**src/design/dos_defines.svh**
```systemverilog
// constants for the deserializer output and spread configuration block
// Functional notes
// - lowest gain select bit low turns equalization off; off is default
// - lowest bit high: upper three bits pick gain step 1.5 to 12 dB
// - gain selection comes from select pins or from a register
// - clock output slew and data/control slew have separate selects
// - slew select high gives maximum slew, low gives minimum slew
// - enabled spreading modulates both clock and data outputs
// - modulation frequency never exceeds 100 kHz
// - high range: code groups give divisors 2168, 1300, 868, 650
// - low range divisors 620, 370, 258, 192; low bits pick deviation (at the 40 MHz clock the code raises 370, 258 and 192 to 400)
// - spread configuration comes from strap pins or from a register
`ifndef DOS_DEFINES_SVH
`define DOS_DEFINES_SVH

// register byte offsets
`define DOS_OFS_CTRL 5'h00
`define DOS_OFS_GAIN 5'h04
`define DOS_OFS_SLEW 5'h08
`define DOS_OFS_SPREAD 5'h0C
`define DOS_OFS_STATUS 5'h10
`define DOS_OFS_MODPOS 5'h14

// control register fields
`define DOS_CTRL_GAIN_REG 0
`define DOS_CTRL_SLEW_REG 1
`define DOS_CTRL_SPREAD_REG 2
// slew register fields
`define DOS_SLEW_CLK 0
`define DOS_SLEW_DATA 1
// spread register fields
`define DOS_SPREAD_LOW 4
// status register fields
`define DOS_ST_EQ_ON 0
`define DOS_ST_EQ_STEP 1
`define DOS_ST_CLK_SLEW 4
`define DOS_ST_DATA_SLEW 5
`define DOS_ST_SPREAD_ON 6
`define DOS_ST_DEV 7
`define DOS_ST_DIV 16

// reset values
`define DOS_RST_CTRL 3'h0
`define DOS_RST_GAIN 4'h0
`define DOS_RST_SLEW 2'h0
`define DOS_RST_SPREAD 5'h00

// modulation divisors, high range then low range
`define DOS_DIV_HI_0 12'd2168
`define DOS_DIV_HI_1 12'd1300
`define DOS_DIV_HI_2 12'd868
`define DOS_DIV_HI_3 12'd650
`define DOS_DIV_LO_0 12'd620
`define DOS_DIV_LO_1 12'd370
`define DOS_DIV_LO_2 12'd258
`define DOS_DIV_LO_3 12'd192

// timing
`define DOS_CLK_HZ 40000000
`define DOS_MOD_MAX_HZ 100000
// least divisor that keeps modulation at or under the limit, rounded up
`define DOS_MIN_MOD_DIV \
	((`DOS_CLK_HZ + `DOS_MOD_MAX_HZ - 1) / `DOS_MOD_MAX_HZ)

`endif

```
**src/design/dos_pkg.sv**
```systemverilog
// types shared by the output and spread configuration block
package dos_pkg;

	typedef struct packed {
		logic [2:0] step;
		logic on;
	} dos_gain_t;

	typedef struct packed {
		logic data_max;
		logic clk_max;
	} dos_slew_t;

	typedef struct packed {
		logic low_range;
		logic [3:0] code;
	} dos_spread_t;

	// deviation encoding follows the two low code bits
	typedef enum logic [1:0] {
		DOS_DEV_2P0,
		DOS_DEV_0P5,
		DOS_DEV_1P0,
		DOS_DEV_1P5
	} dos_dev_t;

	typedef struct packed {
		logic clk_en;
		logic data_en;
		dos_dev_t dev;
	} dos_spread_out_t;

endpackage

```
**src/design/dos_tri_mod.sv**
```systemverilog
// triangular center-spread modulation profile generator
`timescale 1ns/1ps
module dos_tri_mod #(
	parameter int W = 12
) (
	input wire logic ref_clk,
	input wire logic rst,
	input wire logic run,
	input wire logic [W-1:0] div,
	output logic signed [W-1:0] pos_ff
);
	logic [W-1:0] cnt_ff;
	logic [W-1:0] nxt_cnt;
	logic signed [W-1:0] nxt_pos;
	logic [W-1:0] half;
	logic [W-1:0] tri_val;

	if (W < 12) begin : g_w_check
		$error("dos_tri_mod: W too small for divisors");
	end

	always_comb begin
		half = div >> 1;
		nxt_cnt = '0;
		nxt_pos = '0;
		tri_val = '0;
		if (run) begin
			// restart when a smaller divisor is picked mid-period
			if (cnt_ff >= div - 1'b1)
				nxt_cnt = '0;
			else
				nxt_cnt = cnt_ff + 1'b1;
			// ramp up over the first half, down over the second
			if (cnt_ff < half)
				tri_val = cnt_ff;
			else
				tri_val = div - cnt_ff;
			// centred on zero so the spread is symmetric
			nxt_pos = $signed(tri_val - (half >> 1));
		end
	end

	always_ff @(posedge ref_clk) begin
		if (rst) begin
			cnt_ff <= '0;
			pos_ff <= '0;
		end else begin
			cnt_ff <= nxt_cnt;
			pos_ff <= nxt_pos;
		end
	end
endmodule

```
**src/design/dos_output_spread_config.sv**
```systemverilog
// output slew, receive gain and spread configuration with avalon registers
//
// The Avalon-MM register port and the address map were decided locally.
`timescale 1ns/1ps
`include "dos_defines.svh"
module dos_output_spread_config #(
	parameter int DIV_W = 12
) (
	input wire logic ref_clk,
	input wire logic rst,
	input wire logic [4:0] avs_address,
	input wire logic avs_read,
	input wire logic avs_write,
	input wire logic [3:0] avs_byteenable,
	input wire logic [31:0] avs_writedata,
	output logic [31:0] avs_readdata,
	output logic avs_waitrequest,
	input wire logic [3:0] rx_gain_select_pin,
	input wire logic clock_out_slew_select_pin,
	input wire logic data_out_slew_select_pin,
	input wire logic [3:0] spread_config_pin,
	input wire logic low_freq_range_select_pin,
	output dos_pkg::dos_gain_t rx_gain_ff,
	output dos_pkg::dos_slew_t out_slew_ff,
	output dos_pkg::dos_spread_out_t spread_ff,
	output logic signed [DIV_W-1:0] spread_pos_ff
);
	import dos_pkg::*;

	// the status word carries the divisor in a 16-bit field
	if (DIV_W < 12 || DIV_W > 16) begin : g_div_w_check
		$error("dos_output_spread_config: DIV_W must be 12 to 16");
	end
	if (`DOS_MIN_MOD_DIV > 2168) begin : g_clk_check
		$error("dos_output_spread_config: clock too fast");
	end

	localparam logic [DIV_W-1:0] MIN_DIV = DIV_W'(`DOS_MIN_MOD_DIV);

	// divisor for a nonzero code; bumped up when the clock rate would
	// otherwise push modulation over the limit
	function automatic logic [DIV_W-1:0] mod_div(input logic [3:0] code,
			input logic low);
		logic [1:0] grp;
		logic [DIV_W-1:0] d;
		grp = 2'((code - 4'h1) >> 2);
		d = '0;
		if (low) begin
			case (grp)
			2'h0: d = DIV_W'(`DOS_DIV_LO_0);
			2'h1: d = DIV_W'(`DOS_DIV_LO_1);
			2'h2: d = DIV_W'(`DOS_DIV_LO_2);
			default: d = DIV_W'(`DOS_DIV_LO_3);
			endcase
		end else begin
			case (grp)
			2'h0: d = DIV_W'(`DOS_DIV_HI_0);
			2'h1: d = DIV_W'(`DOS_DIV_HI_1);
			2'h2: d = DIV_W'(`DOS_DIV_HI_2);
			default: d = DIV_W'(`DOS_DIV_HI_3);
			endcase
		end
		if (d < MIN_DIV)
			d = MIN_DIV;
		return d;
	endfunction

	// one-hot register decode shared by the read mux and the write path;
	// unaligned or unmapped addresses hit nothing, so they read zero
	function automatic logic [5:0] reg_hit(input logic [4:0] a);
		logic [5:0] h;
		h = '0;
		if (a == `DOS_OFS_CTRL) begin
			h[0] = 1'b1;
		end else if (a == `DOS_OFS_GAIN) begin
			h[1] = 1'b1;
		end else if (a == `DOS_OFS_SLEW) begin
			h[2] = 1'b1;
		end else if (a == `DOS_OFS_SPREAD) begin
			h[3] = 1'b1;
		end else if (a == `DOS_OFS_STATUS) begin
			h[4] = 1'b1;
		end else if (a == `DOS_OFS_MODPOS) begin
			h[5] = 1'b1;
		end
		return h;
	endfunction

	// code zero is the disable setting in both ranges
	function automatic logic spread_active(input logic [3:0] code);
		return code != 4'h0;
	endfunction

	// pin synchronisers; straps may move at any time, so nothing reads
	// the first stage but the second
	logic [10:0] pin_meta_ff;
	logic [10:0] pin_sync_ff;
	logic [10:0] pin_raw;
	logic [10:0] nxt_pin_meta;
	logic [10:0] nxt_pin_sync;
	assign pin_raw = {low_freq_range_select_pin, spread_config_pin,
		data_out_slew_select_pin, clock_out_slew_select_pin,
		rx_gain_select_pin};

	always_comb begin
		nxt_pin_meta = pin_raw;
		nxt_pin_sync = pin_meta_ff;
	end

	always_ff @(posedge ref_clk) begin
		if (rst) begin
			pin_meta_ff <= '0;
			pin_sync_ff <= '0;
		end else begin
			pin_meta_ff <= nxt_pin_meta;
			pin_sync_ff <= nxt_pin_sync;
		end
	end

	logic [3:0] pin_gain;
	logic pin_clk_slew;
	logic pin_data_slew;
	dos_spread_t pin_spread;
	assign pin_gain = pin_sync_ff[3:0];
	assign pin_clk_slew = pin_sync_ff[4];
	assign pin_data_slew = pin_sync_ff[5];
	assign pin_spread = pin_sync_ff[10:6];

	// software registers
	logic [2:0] ctrl_ff;
	logic [3:0] gain_reg_ff;
	logic [1:0] slew_reg_ff;
	dos_spread_t spread_reg_ff;
	logic [2:0] nxt_ctrl;
	logic [3:0] nxt_gain_reg;
	logic [1:0] nxt_slew_reg;
	dos_spread_t nxt_spread_reg;

	// bus slave state
	logic [31:0] nxt_readdata;
	logic nxt_waitrequest;
	logic [31:0] rd_mux;
	logic [31:0] status_word;
	logic wr_take;
	logic [5:0] hit;
	// decoded once so the read mux and the write path agree
	assign hit = reg_hit(avs_address);

	// effective selections
	logic [3:0] sel_gain;
	logic sel_clk_slew;
	logic sel_data_slew;
	dos_spread_t sel_spread;
	dos_gain_t nxt_rx_gain;
	dos_slew_t nxt_out_slew;
	dos_spread_out_t nxt_spread;
	logic [DIV_W-1:0] div_ff;
	logic [DIV_W-1:0] nxt_div;

	always_comb begin
		status_word = '0;
		status_word[`DOS_ST_EQ_ON] = rx_gain_ff.on;
		status_word[`DOS_ST_EQ_STEP +: 3] = rx_gain_ff.step;
		status_word[`DOS_ST_CLK_SLEW] = out_slew_ff.clk_max;
		status_word[`DOS_ST_DATA_SLEW] = out_slew_ff.data_max;
		status_word[`DOS_ST_SPREAD_ON] = spread_ff.clk_en;
		status_word[`DOS_ST_DEV +: 2] = spread_ff.dev;
		status_word[`DOS_ST_DIV +: DIV_W] = div_ff;
	end

	always_comb begin
		rd_mux = '0;
		if (hit[0]) begin
			rd_mux[2:0] = ctrl_ff;
		end else if (hit[1]) begin
			rd_mux[3:0] = gain_reg_ff;
		end else if (hit[2]) begin
			rd_mux[1:0] = slew_reg_ff;
		end else if (hit[3]) begin
			rd_mux[4:0] = spread_reg_ff;
		end else if (hit[4]) begin
			rd_mux = status_word;
		end else if (hit[5]) begin
			rd_mux = 32'(spread_pos_ff);
		end
	end

	// one wait state: request seen, then ack with waitrequest low
	always_comb begin
		nxt_waitrequest = 1'b1;
		nxt_readdata = avs_readdata;
		if (avs_waitrequest && (avs_read || avs_write)) begin
			nxt_waitrequest = 1'b0;
			if (avs_read)
				nxt_readdata = rd_mux;
		end
	end

	always_ff @(posedge ref_clk) begin
		if (rst) begin
			avs_waitrequest <= 1'b1;
			avs_readdata <= '0;
		end else begin
			avs_waitrequest <= nxt_waitrequest;
			avs_readdata <= nxt_readdata;
		end
	end

	// writes land on the edge that sees waitrequest low
	assign wr_take = avs_write && !avs_waitrequest && avs_byteenable[0];

	always_comb begin
		nxt_ctrl = ctrl_ff;
		nxt_gain_reg = gain_reg_ff;
		nxt_slew_reg = slew_reg_ff;
		nxt_spread_reg = spread_reg_ff;
		if (wr_take) begin
			if (hit[0]) begin
				nxt_ctrl = avs_writedata[2:0];
			end else if (hit[1]) begin
				nxt_gain_reg = avs_writedata[3:0];
			end else if (hit[2]) begin
				nxt_slew_reg = avs_writedata[1:0];
			end else if (hit[3]) begin
				nxt_spread_reg = avs_writedata[4:0];
			end
		end
	end

	always_ff @(posedge ref_clk) begin
		if (rst) begin
			ctrl_ff <= `DOS_RST_CTRL;
			gain_reg_ff <= `DOS_RST_GAIN;
			slew_reg_ff <= `DOS_RST_SLEW;
			spread_reg_ff <= `DOS_RST_SPREAD;
		end else begin
			ctrl_ff <= nxt_ctrl;
			gain_reg_ff <= nxt_gain_reg;
			slew_reg_ff <= nxt_slew_reg;
			spread_reg_ff <= nxt_spread_reg;
		end
	end

	// source selection, pins unless software claims the setting
	always_comb begin
		if (ctrl_ff[`DOS_CTRL_GAIN_REG])
			sel_gain = gain_reg_ff;
		else
			sel_gain = pin_gain;
		if (ctrl_ff[`DOS_CTRL_SLEW_REG]) begin
			sel_clk_slew = slew_reg_ff[`DOS_SLEW_CLK];
			sel_data_slew = slew_reg_ff[`DOS_SLEW_DATA];
		end else begin
			sel_clk_slew = pin_clk_slew;
			sel_data_slew = pin_data_slew;
		end
		if (ctrl_ff[`DOS_CTRL_SPREAD_REG])
			sel_spread = spread_reg_ff;
		else
			sel_spread = pin_spread;
	end

	always_comb begin
		// upper bits are ignored while equalization is off
		nxt_rx_gain.on = sel_gain[0];
		nxt_rx_gain.step = sel_gain[0] ? sel_gain[3:1] : 3'h0;
		nxt_out_slew.clk_max = sel_clk_slew;
		nxt_out_slew.data_max = sel_data_slew;
		// zero code is the disable the configuring party must use
		// above the spread range; no clock sensing is done here
		nxt_spread.clk_en = spread_active(sel_spread.code);
		nxt_spread.data_en = spread_active(sel_spread.code);
		nxt_spread.dev = dos_dev_t'(sel_spread.code[1:0]);
		// divisor stays zero while off; the profile generator idles because its run input follows clk_en
		if (spread_active(sel_spread.code))
			nxt_div = mod_div(sel_spread.code, sel_spread.low_range);
		else
			nxt_div = '0;
	end

	always_ff @(posedge ref_clk) begin
		if (rst) begin
			rx_gain_ff <= '0;
			out_slew_ff <= '0;
			spread_ff <= '0;
			div_ff <= '0;
		end else begin
			rx_gain_ff <= nxt_rx_gain;
			out_slew_ff <= nxt_out_slew;
			spread_ff <= nxt_spread;
			div_ff <= nxt_div;
		end
	end

	dos_tri_mod #(
		.W(DIV_W)
	) u_tri (
		.ref_clk(ref_clk),
		.rst(rst),
		.run(spread_ff.clk_en),
		.div(div_ff),
		.pos_ff(spread_pos_ff)
	);
endmodule

```
**config.mk**
```make
export PLATFORM = sky130hd
export DESIGN_NAME = dos_output_spread_config
export DESIGN_NICKNAME = d
export VERILOG_FILES = /design/src/design/dos_pkg.sv /design/src/design/dos_tri_mod.sv /design/src/design/dos_output_spread_config.sv
export VERILOG_INCLUDE_DIRS = /design/src /design/src/design
export SDC_FILE = /design/constraint.sdc
export NUM_CORES = 1
export LEC_CHECK = 0
export BUFFER_PORTS_ARGS = -buffer_cell sky130_fd_sc_hd__buf_2
export CORE_ASPECT_RATIO = 0.8
export CORE_UTILIZATION = 49
export DETAILED_ROUTE_END_ITERATION = 7
export PLACE_DENSITY = 0.72
export SETUP_SLACK_MARGIN = 0.15
export SLEW_MARGIN = 30
export SYNTH_ARGS = -nofsm -noshare
export SYNTH_HDL_FRONTEND = slang
export SYNTH_HIERARCHICAL = 1
export SYNTH_SLANG_ARGS = --single-unit
export TNS_END_PERCENT = 5
```
**constraint.sdc**
```tcl
create_clock -name ref_clk -period 4.98 [get_ports ref_clk]
set_input_delay 0.498 -clock ref_clk [delete_from_list [all_inputs] [get_ports ref_clk]]
set_output_delay 0.498 -clock ref_clk [all_outputs]
set_load 0.01 [all_outputs]
```
==> out/metrics.yaml <==
status:
  status: "completed"
power:
  leakagePower_nw: 2.827
  vdd_drop_max_mv: 0.1764
  p_per_area_mw_per_mm2: 331.6
clock_tree:
  cts_buffers: 9
  cts_root_buffer: "clkbuf_16"
  post-cts-setup-buffers: 0
  htreeDepth: 3
  cts_hold_buf: 0
  cts_tree: "yes"
  cts_buffer_depth: 2
  ctsResizeCount: 0
  cts.clk_slew.worst_paths_ps: 80
  insertion_delay_ps: 350
  clock-sinks: 104
synthesis:
  ys_ff_latch: 104
  avgSynthCellArea_um2: 8.974
  synth-main-ff-cell: "dfxtp_1"
  synthCells: 662
  yosysUniqueCellTypes: 74
  ys_warn_count: 6
  ys_seq_area_share_pct: 35.05
  synthArstFlopShare_pct: 0
  synth_edf_count: 0
  netlist_area_mm2: 0.005941
sta:
  relSlewSlack_pct: 52.10
  fin_crit_ps: 4267
  drv_slew: 0
  tns_ps: 0
  clock_skew_ps: 6.215
  rsz0062_at_grt: "false"
  setup_viol: 0
  tightest_slew_ps: 715.3
  final.period_utilization_pct: 85.68
  fmax_mhz: 234.4
  final_hold_viol_count: 0
placement:
  gp_congestion: 0.9093
  io_buffers: 80
  hpwlAfterDp_mm: 10.97
detailed_routing:
  detail_route.vias_per_cell: 5.618
  drt_wl_total_mm: 14.41
  wl_per_cell_um: 16.43
  drt_iter0_markers: 426
  drc: 0
  vias: 4927
  final_antenna_net_count: 0
  dr.pass1.iters: 8
critical_path:
  critical_path.startpoint: "div_ff[8]"
  end_kind: "flop"
  cp.arrival_ps: 4500
  rr_startpoint: "div_ff[8]"
  cp_max_fo: 17
  critPathLaunchType: "flop"
  reg2regPathDepth: 16
  critPathRequiredTime_ps: 5210
  critical_path_class: "flop to flop"
global_route:
  grt_use_total_pct: 23.54
  antenna_found_initial: 0
  grt_pass1_vias: 4615
  gr-total-overflow: 0
  grt_pass1_wl_mm: 23.39
  grt_max_degree: 67
floorplanning:
  rows: 35
  die-area_mm2: 0.01257
  die_x_um: 125.1
  initial_core_util_pct: 51.00
  fp.dieH_um: 100.5
  ioPinCount: 111
  core_area_mm2: 0.01165
job:
  max_cap_viol_count: 0
cells_and_area:
  n_fill_cell: 1020
  area_growth_pct: 12.43
  utilization_pct: 57.34
  drive_above_1_share_pct: 17.70
  antenna_cells: 0
  nets: 834
worst_hold_path:
  min_from: "clock_out_slew_select_pin"
  hp-class: "input port to flop"
  whs_path_depth: 2
==> registers in the layout (all words and copies together) (netlist names) <==
name	cells
avs_readdata	23
u_tri/cnt_ff	12
u_tri/pos_ff	12
div_ff	11
nxt_pin_sync	11
pin_sync_ff	11
spread_reg_ff	5
gain_reg_ff	4
rx_gain_ff	4
ctrl_ff	3
spread_ff	3
out_slew_ff	2
slew_reg_ff	2
avs_waitrequest	1
==> path summary, 6_finish.rpt <==
check                                        end  slack (ps)
worst min-delay path             nxt_pin_sync[4]         340
worst min register to register    pin_sync_ff[7]         440
worst max register to register  u_tri/pos_ff[10]         710
worst max-delay path            u_tri/pos_ff[10]         710
==> layer usage <==
metal	track usage, %	routed length [µm]
met4	6.473	166
met3	4.512	814
met2	37.09	6267
met1	32.95	7162
met5	0	0
==> power breakdown <==
group | internal, mW | switching (mW) | total (mW)
clock | 0.368 | 0.370 | 0.738
combinational | 0.253 | 0.337 | 0.590
sequential | 0.860 | 0.0270 | 0.887
total | 1.48 | 0.734 | 2.21
==> critical path: stages (launching register included) <==
cell and delay (ps):
dfxtp_1 470, inv_1 150, ha_1 330, nand3_1 120
nor4_1 280, a211oi_1 110, o21ai_1 210, buf_4 320
o21ai_0 200, fa_1 480, a21o_1 180, a21oi_1 220
o21ai_0 170, o41ai_1 480, o21ai_0 220, xor2_1 160
nor2_1 50
==> cell usage after synthesis (3+ instances only) <==
library cell	number	area share, %
buf_2	3	0.25
nor4_1	3	0.32
o21ai_0	33	2.8
clkbuf_1	13	0.82
and3_1	11	1.2
buf_4	10	1.3
ha_1	52	11
nand2b_1	5	0.53
nor2b_1	34	3.6
a22oi_1	6	0.76
buf_6	4	0.76
mux2i_1	29	4.9
buf_1	3	0.19
a21oi_1	32	2.7
xor2_1	8	1.2
o21a_1	5	0.63
nor2_2	7	0.74
inv_1	36	2.3
nor2_1	69	4.4
o32ai_1	4	0.59
a211oi_1	7	0.88
nand3_1	8	0.67
nand4_1	7	0.74
a221oi_1	3	0.44
nor3_1	15	1.3
xnor2_1	26	3.8
a32o_1	4	0.67
dfxtp_1	104	35
a21o_1	15	1.9
a22o_1	5	0.74
nand2_1	41	2.6
mux2_2	3	0.57
==> kinds of logic (layout without fill, tap and decap cells) <==
logic type | count (synthesis) | in the layout | share of synthesized area [%]
other | 1 | 2 | 0.06312
muxes | 34 | 34 | 6.087
adders and majority gates | 54 | 54 | 11.63
AOI/OAI and AO/OA | 146 | 146 | 17.16
DFF | 104 | 104 | 35.05
and+or+nand+nor | 219 | 219 | 19.38
xor gates and xnor gates | 34 | 34 | 5.013
buffers and inverters | 70 | 136 | 5.623
==> final cells by class <==
class	instances	area (µm²)	share of cell area (%)
inverter	37	138.9	2.079
sequential	104	2082	31.17
timing repair buffer	83	422.9	6.332
multi-input combinational	489	3528	52.83
clock buffer	9	225.2	3.372
clock inverter	7	96.34	1.442
tap	148	185.2	2.773
==> layout by cell type (no fill, tap or decap), drive strengths merged, types with 11 or more instances in the layout <==
master / instances
nand2: 41
xnor2: 26
mux2i: 30
buf: 83
o21ai: 35
nor2: 76
nor2b: 34
a21oi: 33
and3: 11
a21o: 16
nor3: 18
dfxtp: 104
ha: 52
inv: 41
==> per-stage QoR <==
step	cell area (µm²)	power (mW)	setup slack [ps]	hold slack, ps	instances
after floorplan	5944	1.350	1221	413.8	663
after global placement	6357	1.457	974.3	419.7	861
after detailed placement	6357	1.479	871.6	423.6	861
after CTS	6679	2.219	846.1	337.0	877
after global routing	6679	2.331	434.4	339.4	877
final	6679	2.215	713.4	343.4	877
Note: power is estimated with default switching activity, not from simulation.
